$ cat config.mk
export PLATFORM = sky130hd
export DESIGN_NAME = scg_top
export DESIGN_NICKNAME = d
export VERILOG_FILES = /design/src/logic/scg_pkg.sv /design/src/logic/scg_tick_if.sv /design/src/logic/scg_top.sv /design/src/logic/scg_phase_div.sv /design/src/logic/scg_strobe_fsm.sv
export SDC_FILE = /design/constraint.sdc
export NUM_CORES = 1
export LEC_CHECK = 0
export BUFFER_PORTS_ARGS = -buffer_cell sky130_fd_sc_hd__buf_4
export CAP_MARGIN = 10
export CORE_UTILIZATION = 57
export DETAILED_ROUTE_END_ITERATION = 7
export GPL_TIMING_DRIVEN = 0
export PLACE_DENSITY = 0.86
export SLEW_MARGIN = 25
export SYNTH_ARGS = -nofsm -noshare
export SYNTH_HDL_FRONTEND = slang
export SYNTH_SLANG_ARGS = --single-unit
$ cat constraint.sdc
create_clock -name clk -period 2.6 [get_ports clk]
set_input_delay 0.52 -clock clk [delete_from_list [all_inputs] [get_ports clk]]
set_output_delay 0.52 -clock clk [all_outputs]
set_load 0.02 [all_outputs]
$ cat src/logic/scg_pkg.sv
// Purpose: Constants for the system clock generator
// Assumes: One 100 MHz clock; all derived clocks are level outputs
package scg_pkg;
   // Master 40 MHz enable from 100 MHz: phase accumulator 2/5
   localparam logic [2:0] MASTER_ACC_STEP = 3'h2;
   localparam logic [2:0] MASTER_ACC_MOD  = 3'h5;
   localparam int         DIV5_COUNT      = 5;
   localparam logic [2:0] DIV5_LAST       = 3'h4;
   localparam logic [2:0] DIV5_ZERO       = 3'h0;
   localparam logic [2:0] DIV5_HALF       = 3'h1;
   localparam logic [3:0] PH_CNT_TOP      = 4'hC;
   localparam logic [3:0] PH_CNT_LOAD     = 4'h3;
   localparam logic [2:0] PH_CNT_DECODE   = 3'h7;
   localparam logic [3:0] IV_LOAD_IDLE    = 4'h5;
   localparam logic [3:0] IV_LOAD_OS      = 4'h4;
   localparam logic [3:0] IV_LOAD_RST     = 4'h5;
   localparam logic [3:0] IV_LOAD_END     = 4'h0;
   localparam int         IV_SHIFT_BIT    = 3;
   localparam int         SEC_WIDTH       = 3;
   localparam logic [2:0] SEC_DLY_SET     = 3'h6;
   localparam logic [2:0] SEC_DLY_CLR     = 3'h2;
   localparam int         DLY_STAGES      = 3;
   localparam int         DLY1_TAP        = 0;
   localparam int         DLY2_TAP        = 2;
   localparam int         STROBE_WIDTH    = 4;
   localparam logic [3:0] STROBE_IDLE     = 4'hF;
   typedef enum logic [3:0] {
      ST_IDLE  = 4'h1,
      ST_COUNT = 4'h2,
      ST_SHIFT = 4'h4,
      ST_DONE  = 4'h8
   } scg_strobe_state_type;
endpackage

$ cat src/logic/scg_tick_if.sv
// Purpose: Carries the 20 MHz tick between modules
// Assumes: Single clock domain
// Notes:   Tick is a one-cycle enable
`timescale 1ns/1ps
interface scg_tick_if;
   logic tick_20m;
   logic rst_sync;
   modport src (output tick_20m, output rst_sync);
   modport dst (input tick_20m, input rst_sync);
endinterface

$ cat src/logic/scg_top.sv
// Purpose: System clock generator top
// Assumes: clk 100 MHz; derived clocks are registered levels except pll_ref_clk, a mux of sec_q[1] and clk_4mhz
// Notes:   Master 40 MHz is a 2/5 fractional enable
`timescale 1ns/1ps
module scg_top
   import scg_pkg::*;
(
   input  wire logic clk,
   input  wire logic reset_n,
   input  wire logic sync_reset,
   input  wire logic test_clk_sel,
   input  wire logic test_clk_tick,
   input  wire logic ref_freq_select,
   input  wire logic ext_phase4_clk,
   output logic      clk_20mhz,
   output logic      clk_8mhz,
   output logic      clk_4mhz,
   output logic      proc_clk_phase_a,
   output logic      proc_clk_phase_b,
   output logic      proc_clk_phase_delayed,
   output logic      clk_10mhz_test,
   output logic      clk_5mhz,
   output logic      pll_ref_clk,
   output logic      min_delay_1mhz_clk,
   output logic      phase_clk_2mhz,
   output logic      phase_clk_2mhz_n,
   output logic      phase_clk_2mhz_dly1,
   output logic      phase_clk_2mhz_dly2,
   output logic      phase4_resampled,
   output logic      ch1_output_sample_n,
   output logic      ch2_output_sample_n,
   output logic      well_reset_n,
   output logic      data_sync_n
);
   scg_tick_if tk ();

   logic [2:0]           acc_q;
   logic                 m40_tick;
   logic                 m40_int;
   logic                 fall_tick;
   logic [2:0]           d5_q;
   logic [SEC_WIDTH-1:0] sec_q;
   logic                 dly25_q;

   // ************************************************************
   // Master clock enable
   // ************************************************************
   always_ff @(posedge clk or negedge reset_n) begin
      if (!reset_n) begin
         acc_q <= DIV5_ZERO;
      end else if (acc_q + MASTER_ACC_STEP >= MASTER_ACC_MOD) begin
         acc_q <= acc_q + MASTER_ACC_STEP - MASTER_ACC_MOD;
      end else begin
         acc_q <= acc_q + MASTER_ACC_STEP;
      end
   end
   assign m40_int  = (acc_q + MASTER_ACC_STEP >= MASTER_ACC_MOD);
   assign m40_tick = test_clk_sel ? test_clk_tick : m40_int;

   // ************************************************************
   // 20 MHz, 8 MHz and 4 MHz
   // ************************************************************
   // Each master tick stands for one falling edge
   assign fall_tick = m40_tick;
   always_ff @(posedge clk or negedge reset_n) begin
      if (!reset_n) begin
         clk_20mhz <= 1'b0;
      end else if (sync_reset) begin
         clk_20mhz <= 1'b0;
      end else if (fall_tick) begin
         clk_20mhz <= ~clk_20mhz;
      end
   end
   // Rising edge of 20 MHz is the tick for all 20 MHz logic
   assign tk.tick_20m = fall_tick && !clk_20mhz;
   assign tk.rst_sync = sync_reset;

   always_ff @(posedge clk or negedge reset_n) begin
      if (!reset_n) begin
         d5_q     <= DIV5_ZERO;
         clk_8mhz <= 1'b0;
      end else if (sync_reset) begin
         d5_q     <= DIV5_ZERO;
         clk_8mhz <= 1'b0;
      end else if (m40_tick) begin
         // High two master ticks, low three: one period per five ticks
         if (d5_q == DIV5_LAST) begin
            d5_q     <= DIV5_ZERO;
            clk_8mhz <= 1'b1;
         end else begin
            d5_q <= d5_q + 3'h1;
            if (d5_q == DIV5_HALF) begin
               clk_8mhz <= 1'b0;
            end
         end
      end
   end

   always_ff @(posedge clk or negedge reset_n) begin
      if (!reset_n) begin
         clk_4mhz <= 1'b0;
      end else if (sync_reset) begin
         clk_4mhz <= 1'b0;
      end else if (m40_tick && (d5_q == DIV5_LAST)) begin
         // Toggles on every rising edge of the 8 MHz clock
         clk_4mhz <= ~clk_4mhz;
      end
   end

   // ************************************************************
   // Secondary clocks
   // ************************************************************
   always_ff @(posedge clk or negedge reset_n) begin
      if (!reset_n) begin
         sec_q <= '0;
      end else if (sync_reset) begin
         sec_q <= '0;
      end else if (tk.tick_20m) begin
         sec_q <= sec_q + 3'h1;
      end
   end
   // Delayed copy: 3 cycles of 20 MHz = 150 ns behind
   always_ff @(posedge clk or negedge reset_n) begin
      if (!reset_n) begin
         dly25_q <= 1'b0;
      end else if (sync_reset) begin
         dly25_q <= 1'b0;
      end else if (tk.tick_20m && (sec_q == SEC_DLY_SET)) begin
         dly25_q <= 1'b1;
      end else if (tk.tick_20m && (sec_q == SEC_DLY_CLR)) begin
         dly25_q <= 1'b0;
      end
   end

   assign clk_10mhz_test         = sec_q[0];
   assign clk_5mhz               = sec_q[1];
   assign proc_clk_phase_a       = sec_q[2];
   assign proc_clk_phase_b       = sec_q[1];
   assign proc_clk_phase_delayed = dly25_q;
   assign pll_ref_clk = ref_freq_select ? sec_q[1] : clk_4mhz;

   // ************************************************************
   // Phase clocks and strobes
   // ************************************************************
   scg_phase_div u_phase (
      .clk                 (clk),
      .reset_n             (reset_n),
      .tk                  (tk),
      .min_delay_1mhz_clk  (min_delay_1mhz_clk),
      .phase_clk_2mhz      (phase_clk_2mhz),
      .phase_clk_2mhz_n    (phase_clk_2mhz_n),
      .phase_clk_2mhz_dly1 (phase_clk_2mhz_dly1),
      .phase_clk_2mhz_dly2 (phase_clk_2mhz_dly2)
   );

   scg_strobe_fsm u_strobe (
      .clk                 (clk),
      .reset_n             (reset_n),
      .tk                  (tk),
      .ext_phase4_clk      (ext_phase4_clk),
      .phase4_resampled    (phase4_resampled),
      .ch1_output_sample_n (ch1_output_sample_n),
      .ch2_output_sample_n (ch2_output_sample_n),
      .well_reset_n        (well_reset_n),
      .data_sync_n         (data_sync_n)
   );
endmodule

$ cat src/logic/scg_phase_div.sv
// Purpose: Divide-by-20 minimum-delay phase clock chain
// Assumes: Ticks from the 20 MHz enable
// Notes:   Delayed copies from a short shift register
`timescale 1ns/1ps
module scg_phase_div
   import scg_pkg::*;
(
   input  wire logic clk,
   input  wire logic reset_n,
   scg_tick_if.dst   tk,
   output logic      min_delay_1mhz_clk,
   output logic      phase_clk_2mhz,
   output logic      phase_clk_2mhz_n,
   output logic      phase_clk_2mhz_dly1,
   output logic      phase_clk_2mhz_dly2
);
   logic [3:0]            cnt_q;
   logic [3:0]            cnt_d;
   logic [DLY_STAGES-1:0] dly_q;

   // Ten states 0011..1100; stray states above 1100 reload, those below 0011 count up
   always_comb begin
      if (cnt_q >= PH_CNT_TOP) begin
         cnt_d = PH_CNT_LOAD;
      end else begin
         cnt_d = cnt_q + 4'h1;
      end
   end

   always_ff @(posedge clk or negedge reset_n) begin
      if (!reset_n) begin
         cnt_q <= PH_CNT_LOAD;
      end else if (tk.rst_sync) begin
         cnt_q <= PH_CNT_LOAD;
      end else if (tk.tick_20m) begin
         cnt_q <= cnt_d;
      end
   end

   // MSB of divide-by-ten counter, kept on the 20 MHz tick grid
   always_ff @(posedge clk or negedge reset_n) begin
      if (!reset_n) begin
         phase_clk_2mhz   <= 1'b0;
         phase_clk_2mhz_n <= 1'b1;
      end else if (tk.rst_sync) begin
         phase_clk_2mhz   <= 1'b0;
         phase_clk_2mhz_n <= 1'b1;
      end else if (tk.tick_20m) begin
         phase_clk_2mhz   <= cnt_d[3];
         phase_clk_2mhz_n <= ~cnt_d[3];
      end
   end

   always_ff @(posedge clk or negedge reset_n) begin
      if (!reset_n) begin
         min_delay_1mhz_clk <= 1'b0;
      end else if (tk.rst_sync) begin
         min_delay_1mhz_clk <= 1'b0;
      end else if (tk.tick_20m && (cnt_q[2:0] == PH_CNT_DECODE)) begin
         min_delay_1mhz_clk <= ~min_delay_1mhz_clk;
      end
   end

   always_ff @(posedge clk or negedge reset_n) begin
      if (!reset_n) begin
         dly_q <= '0;
      end else if (tk.rst_sync) begin
         dly_q <= '0;
      end else if (tk.tick_20m) begin
         dly_q <= {dly_q[DLY_STAGES-2:0], cnt_q[3]};
      end
   end

   assign phase_clk_2mhz_dly1 = dly_q[DLY1_TAP];
   assign phase_clk_2mhz_dly2 = dly_q[DLY2_TAP];
endmodule

$ cat src/logic/scg_strobe_fsm.sv
// Purpose: Output-sample and well-reset strobe sequencer
// Assumes: Phase-4 input synchronous to clk
// Notes:   Strobes active low
`timescale 1ns/1ps
module scg_strobe_fsm
   import scg_pkg::*;
(
   input  wire logic clk,
   input  wire logic reset_n,
   scg_tick_if.dst   tk,
   input  wire logic ext_phase4_clk,
   output logic      phase4_resampled,
   output logic      ch1_output_sample_n,
   output logic      ch2_output_sample_n,
   output logic      well_reset_n,
   output logic      data_sync_n
);
   scg_strobe_state_type  state_q;
   logic [3:0]            iv_q;
   logic [STROBE_WIDTH-1:0] sr_q;

   always_ff @(posedge clk or negedge reset_n) begin
      if (!reset_n) begin
         phase4_resampled <= 1'b0;
      end else if (tk.rst_sync) begin
         phase4_resampled <= 1'b0;
      end else if (tk.tick_20m) begin
         phase4_resampled <= ext_phase4_clk;
      end
   end

   // Strobe register {sync, rst, os2, os1}; shifts toward higher index
   always_ff @(posedge clk or negedge reset_n) begin
      if (!reset_n) begin
         state_q <= ST_IDLE;
         iv_q    <= IV_LOAD_IDLE;
         sr_q    <= STROBE_IDLE;
      end else if (tk.rst_sync) begin
         state_q <= ST_IDLE;
         iv_q    <= IV_LOAD_IDLE;
         sr_q    <= STROBE_IDLE;
      end else if (tk.tick_20m) begin
         case (state_q)
            ST_IDLE: begin
               sr_q <= STROBE_IDLE;
               if (phase4_resampled) begin
                  // Count starts on the first tick with phase-4 high
                  iv_q    <= IV_LOAD_IDLE + 4'h1;
                  state_q <= ST_COUNT;
               end else begin
                  iv_q <= IV_LOAD_IDLE;
               end
            end
            ST_COUNT: begin
               if (iv_q[IV_SHIFT_BIT]) begin
                  // Shift in low on first step, high afterwards
                  sr_q <= {sr_q[STROBE_WIDTH-2:0], (sr_q == STROBE_IDLE) ? 1'b0 : 1'b1};
                  if (sr_q[1] == 1'b0) begin
                     iv_q <= IV_LOAD_RST;
                  end else if (sr_q[2] == 1'b0) begin
                     iv_q    <= IV_LOAD_END;
                     state_q <= ST_DONE;
                  end else begin
                     iv_q <= IV_LOAD_OS;
                  end
               end else begin
                  iv_q <= iv_q + 4'h1;
               end
            end
            ST_DONE: begin
               sr_q <= {sr_q[STROBE_WIDTH-2:0], 1'b1};
               if (!phase4_resampled) begin
                  state_q <= ST_IDLE;
               end else begin
                  state_q <= ST_SHIFT;
               end
            end
            ST_SHIFT: begin
               if (!phase4_resampled) begin
                  state_q <= ST_IDLE;
               end
            end
            default: begin
               state_q <= ST_IDLE;
            end
         endcase
      end
   end

   assign ch1_output_sample_n = sr_q[0];
   assign ch2_output_sample_n = sr_q[1];
   assign well_reset_n        = sr_q[2];
   assign data_sync_n         = sr_q[3];
endmodule

Word level (Yosys, flattened, before mapping)
Index checks and enable logic that the tools add are counted.
{"block": "classes", "addsub": 6, "mul": 0, "div_mod_pow": 0, "order_cmp": 2, "n_eq_ne": 15, "shift": 0, "mux": 53, "bitwise_logic": 4, "reduce_logical": 18}
{"op": "$mux W4", "count": 17}
{"op": "$mux W3", "count": 10}
{"op": "$mux W1", "count": 22}
{"op": "$pmux W4 S4", "count": 1}
{"op": "$pmux W4 S3", "count": 1}
{"op": "$eq A3 B3 Y1 const B", "count": 3}
{"op": "$ne A3 B2 Y1 const B", "count": 3}
{"op": "$reduce_bool A3 Y1", "count": 3}
{"op": "$add A4 B1 Y4 const B", "count": 2}
{"op": "$eq A4 B4 Y1 const B", "count": 2}
{"op": "$pmux W4 S2", "count": 1}
{"op": "$reduce_bool A2 Y1", "count": 4}
{"op": "$add A3 B1 Y3 const B", "count": 2}
{"op": "$ne A3 B3 Y1 const B", "count": 2}
{"op": "$reduce_and A6 Y1", "count": 1}
{"op": "$logic_and A1 B1 Y1", "count": 5}
{"op": "$eq A4 B1 Y1 const B", "count": 1}
{"op": "$eq A4 B2 Y1 const B", "count": 1}
{"op": "$eq A4 B3 Y1 const B", "count": 1}
{"op": "$ge A4 B4 Y1 const B", "count": 1}
{"op": "$not A1 Y1", "count": 4}
{"op": "$reduce_and A2 Y1", "count": 2}
{"op": "$reduce_bool A4 Y1", "count": 1}
{"op": "$add A3 B2 Y3 const B", "count": 1}
{"op": "other kinds (7)", "count": 7}
{"block": "word_totals", "register_bits": 36, "latchBits": 0, "mem_bits_rw": 0, "romBits": 0, "inputBits": 7, "word_cells": 114, "n_memories": 0}

Logic depth before layout (Yosys ltp)
{"block": "logic_depth", "ltp_word": 8, "ltp_mapped": 8, "ltp_nobuf": 7}

Cells and area by module
Synthesis repeated with hierarchy kept, for this count alone.
{"block": "hier_totals", "cells_unflattened": 212, "hier_area_um2": 2129.5}
{"mod": "scg_strobe_fsm", "instances": 1, "cells_each": 90, "area_each_um2": 879.6}
{"mod": "scg_top", "instances": 1, "cells_each": 78, "area_each_um2": 808.3}
{"mod": "scg_phase_div", "instances": 1, "cells_each": 44, "area_each_um2": 441.7}

Worst setup path after synthesis
No wires, ideal clock.
{"block": "synth_path", "path_kind": "register -> register", "startpoint": "register acc_q[1]", "endpoint": "register u_strobe.iv_q[1]", "setup_ps": 128, "arrival_time_ps": 1968, "t_required_ps": 2472, "setup_slack_ps": 505, "stages_incl_launch_ff": 8, "period_less_slack_ps": 2095, "path_cell_list": "dfrtp_1 > inv_1 > ha_1 > nand2b_1 > a311o_1 > nor4_2 > nor2_1 > mux2_1"}
{"block": "synth_via", "elab_chain_cells": 6}
{"item": "start, declared", "line": "scg_top.sv:37", "source": "logic [2:0] acc_q;"}
{"item": "start signal, assigned", "line": "scg_top.sv:52", "source": "acc_q <= acc_q + MASTER_ACC_STEP - MASTER_ACC_MOD;"}
{"item": "start signal, assigned", "line": "scg_top.sv:54", "source": "acc_q <= acc_q + MASTER_ACC_STEP;"}
{"item": "$add A3 B2 Y3", "line": "scg_top.sv:57", "source": "assign m40_int = (acc_q + MASTER_ACC_STEP >= MASTER_ACC_MOD);"}
{"item": "$ge A3 B3 Y1", "line": "scg_top.sv:57"}
{"item": "$mux W1", "line": "scg_top.sv:58", "source": "assign m40_tick = test_clk_sel ? test_clk_tick : m40_int;"}
{"item": "$logic_and A1 B1 Y1", "line": "scg_top.sv:75", "source": "assign tk.tick_20m = fall_tick && !clk_20mhz;"}
{"item": "$reduce_bool A2 Y1 (no source line)"}
{"item": "$reduce_and A2 Y1 (no source line)"}
{"item": "end signal, assigned", "line": "scg_strobe_fsm.sv:48", "source": "iv_q <= IV_LOAD_IDLE + 4'h1;"}
{"item": "end signal, assigned", "line": "scg_strobe_fsm.sv:67", "source": "iv_q <= iv_q + 4'h1;"}
{"item": "end, declared", "line": "scg_strobe_fsm.sv:19", "source": "logic [3:0] iv_q;"}
Every way passes these cells.
A chain may end at the register's enable or synchronous reset.

Worst setup path in the final report
Same ends and word-level chain as after synthesis.

==> qor.csv <==
metric,value,unit
leakage,1.03,nW
hold_class,input port to async pin,
vias,1575,
wl_per_cell,14.5,µm
r2r_cells,7,
ys_ff_latch,35,
status,"finished, final reports clean",
cp-end-kind,flop,
netlist_area,0.00194,mm²
startpoint,acc_q[1],
die_area,0.00365,mm²
diodes,0,
power,1.34,mW
antenna_found_initial,0,
crit_type,flop to flop,
ys_types,45,
grt_pass1_vias,1480,
max_freq,428,MHz
path_clk_slew,0.12,ns
fin_crit,2.33,ns
drive_above_1_share,0.244,
power_density,598,mW/mm²
io_pins,26,
die_h,60.4,µm
avgSynthCellArea,9.67,µm²
yosysSeqAreaShare,0.457,
port_buffers,25,
ctsHoldBuffers,0,
viasPerCell,5.67,
drt_iter0_markers,93,
grt_pass1_wl,6710,µm
cts_max_level,2,
die_w,60.4,µm
clockBufferDepth,2,
synthArstFlopShare,1.00,
dr.pass1.iters,4,
ctsResizeCount,0,
tightest_slew,0.483,ns
clk-insertion-delay-late,0.35,ns
cap_violations,0,
grt.overflow.total,0,
grt_max_degree,36,
rsz0062_at_grt,no,
hold_viol_final,0,
ir_drop,0.406,mV
yosys_warnings,0,
syn2layout_area_growth,15.1,%
start_util,0.617,
core_area,0.00315,mm²
path_max_fanout,5,
multi_input_area,957,µm²
grt.total_usage,0.256,
cp.arrival,2.57,ns
setup_viol,0,
nFillCells,235,
post-dp-hpwl,2840,µm
placement_rows,20,
relSlewSlack,0.676,
tritoncts,done,
skew,0.0107,ns
reg2reg_from,acc_q[1],
utilization,0.710,
post-route-period-util,0.898,
start_kind,flop,
ys.flop_type,dfrtp_1,
ff2ff_setup_slack,0.27,ns
nets,252,
postRouteWirelength,4020,µm
reg2reg_to,u_strobe.iv_q[1],
cts_buffers,5,
drtAntennaViolNets,0,
drc_errors,0,
worstPathRequired,2.84,ns
drv_slew,0,
postSynthCellCount,201,
fin_setup_tns,0,ns
clockRootBuffer,clkbuf_4,
synth_edf_count,0,
synthesis.nets,220,
regArea,888,µm²
post_cts_buffers,0,
gp_routability_congestion,0.824,
cts_sinks,35,
==> power by group <==
group | internal [mW] | total (mW) | leakage [nW] | switching [mW]
Combinational | 0.188 | 0.418 | 0.561 | 0.230
Clock | 0.105 | 0.295 | 0.0293 | 0.190
Sequential | 0.595 | 0.625 | 0.439 | 0.0302
Total | 0.888 | 1.34 | 1.03 | 0.451
==> placed cells by master, fill, tap and decap left out, drive strengths merged, types with 2 or more instances in the layout <==
cell type	Yosys	final
a21oi	13	13
a31oi	6	6
buf	7	32
clkbuf	4	11
dfrtp	25	25
dfstp	10	10
ha	12	12
inv	11	11
mux2	6	6
mux2i	3	3
nand2	24	24
nand2b	5	5
nand3	6	6
nand4	2	2
nor2	16	16
nor2b	3	3
nor3	6	6
nor3b	3	3
o21a	2	2
o21ai	11	11
o22a	3	3
o31a	2	2
or4	2	2
xnor2	2	2
xor2	4	4
==> worst max-delay path, stage by stage (launching register included) <==
cell      delay (ns)
dfrtp_1         0.44
inv_1           0.06
ha_1            0.31
nand2b_1        0.20
a311o_1         0.36
nor4_2          0.41
nor2_1          0.13
mux2_1          0.33
==> worst max path at each step <==
stage | cells after the start | to
after floorplan | 7 | u_strobe.iv_q[1]
after global placement | 8 | proc_clk_phase_delayed
after global routing | 8 | proc_clk_phase_delayed
after detailed placement | 7 | u_strobe.iv_q[1]
after CTS | 8 | proc_clk_phase_delayed
final | 7 | u_strobe.iv_q[1]
==> sequential cells by signal, summed over array words and instances (netlist names) <==
register,cells
u_strobe.state_q,4
u_phase.dly_q,3
clk_4mhz,1
clk_8mhz,1
clk_20mhz,1
u_strobe.iv_q,4
u_phase.cnt_q,3
u_phase.min_delay_1mhz_clk,1
u_phase.phase_clk_2mhz_n,1
acc_q,3
proc_clk_phase_delayed,1
u_phase.phase_clk_2mhz,1
d5_q,3
u_strobe.phase4_resampled,1
u_strobe.sr_q,4
sec_q,3
==> area by class of cell <==
| class | instances | area share |
|---|---|---|
| tap | 44 | 0.0246 |
| timing repair buffer | 25 | 0.0839 |
| multi-input combinational | 144 | 0.428 |
| inverter | 11 | 0.0185 |
| clock buffer | 7 | 0.0201 |
| buffer | 11 | 0.0257 |
| clock inverter | 1 | 0.00224 |
| sequential | 35 | 0.397 |
==> cells by family (layout without fill, tap and decap cells) <==
| family | Yosys count | in the layout | share of synthesized area |
|---|---|---|---|
| AND/OR/NAND/NOR | 72 | 72 | 0.189 |
| flip-flops | 35 | 35 | 0.457 |
| adder cells (fa/ha/maj) | 12 | 12 | 0.0772 |
| AO/OA/AOI/OAI | 45 | 45 | 0.149 |
| multiplexers | 9 | 9 | 0.0502 |
| XOR/XNOR | 6 | 6 | 0.0270 |
| buffers and inverters | 22 | 55 | 0.0508 |
==> routing by layer <==
layer | wire length (µm) | GRT usage | up-vias | share of wire
met5 | 0 | 0 | - | 0
met4 | 55 | 0.103 | 0 | 0.014
met3 | 182 | 0.0704 | 7 | 0.045
met2 | 1990 | 0.416 | 45 | 0.49
met1 | 1800 | 0.324 | 756 | 0.45
li1 | - | - | 767 | -
==> cells in the mapped netlist, types with 2 or more instances <==
cell / instances / area, µm²
dfrtp_1: 25 / 626
nand2_1: 24 / 90.1
nor2_1: 16 / 60.1
a21oi_1: 13 / 65.1
ha_1: 12 / 150
inv_1: 11 / 41.3
dfstp_2: 10 / 263
o21ai_0: 9 / 45.0
a31oi_1: 6 / 37.5
nand3_1: 6 / 30.0
nor3_1: 6 / 30.0
mux2_2: 5 / 56.3
buf_2: 4 / 20.0
clkbuf_1: 4 / 15.0
nand2b_1: 4 / 25.0
xor2_1: 4 / 35.0
mux2i_1: 3 / 30.0
nor2b_1: 3 / 18.8
nor3b_1: 3 / 22.5
o22a_1: 3 / 26.3
nand4_1: 2 / 12.5
o21a_1: 2 / 15.0
o21ai_1: 2 / 10.0
o31a_1: 2 / 17.5
xnor2_1: 2 / 17.5
==> metrics by stage <==
step	setup slack, ns	hold WS [ns]	std cells	cell area (µm²)
finish	0.266	0.0938	278	2240
global route	0.0706	0.131	278	2240
CTS	0.241	0.113	278	2240
detailed placement	0.274	0.454	270	2190
global placement	0.304	0.449	270	2190
floorplan	0.505	0.224	201	1940
Note: power is estimated with default switching activity, not from simulation.
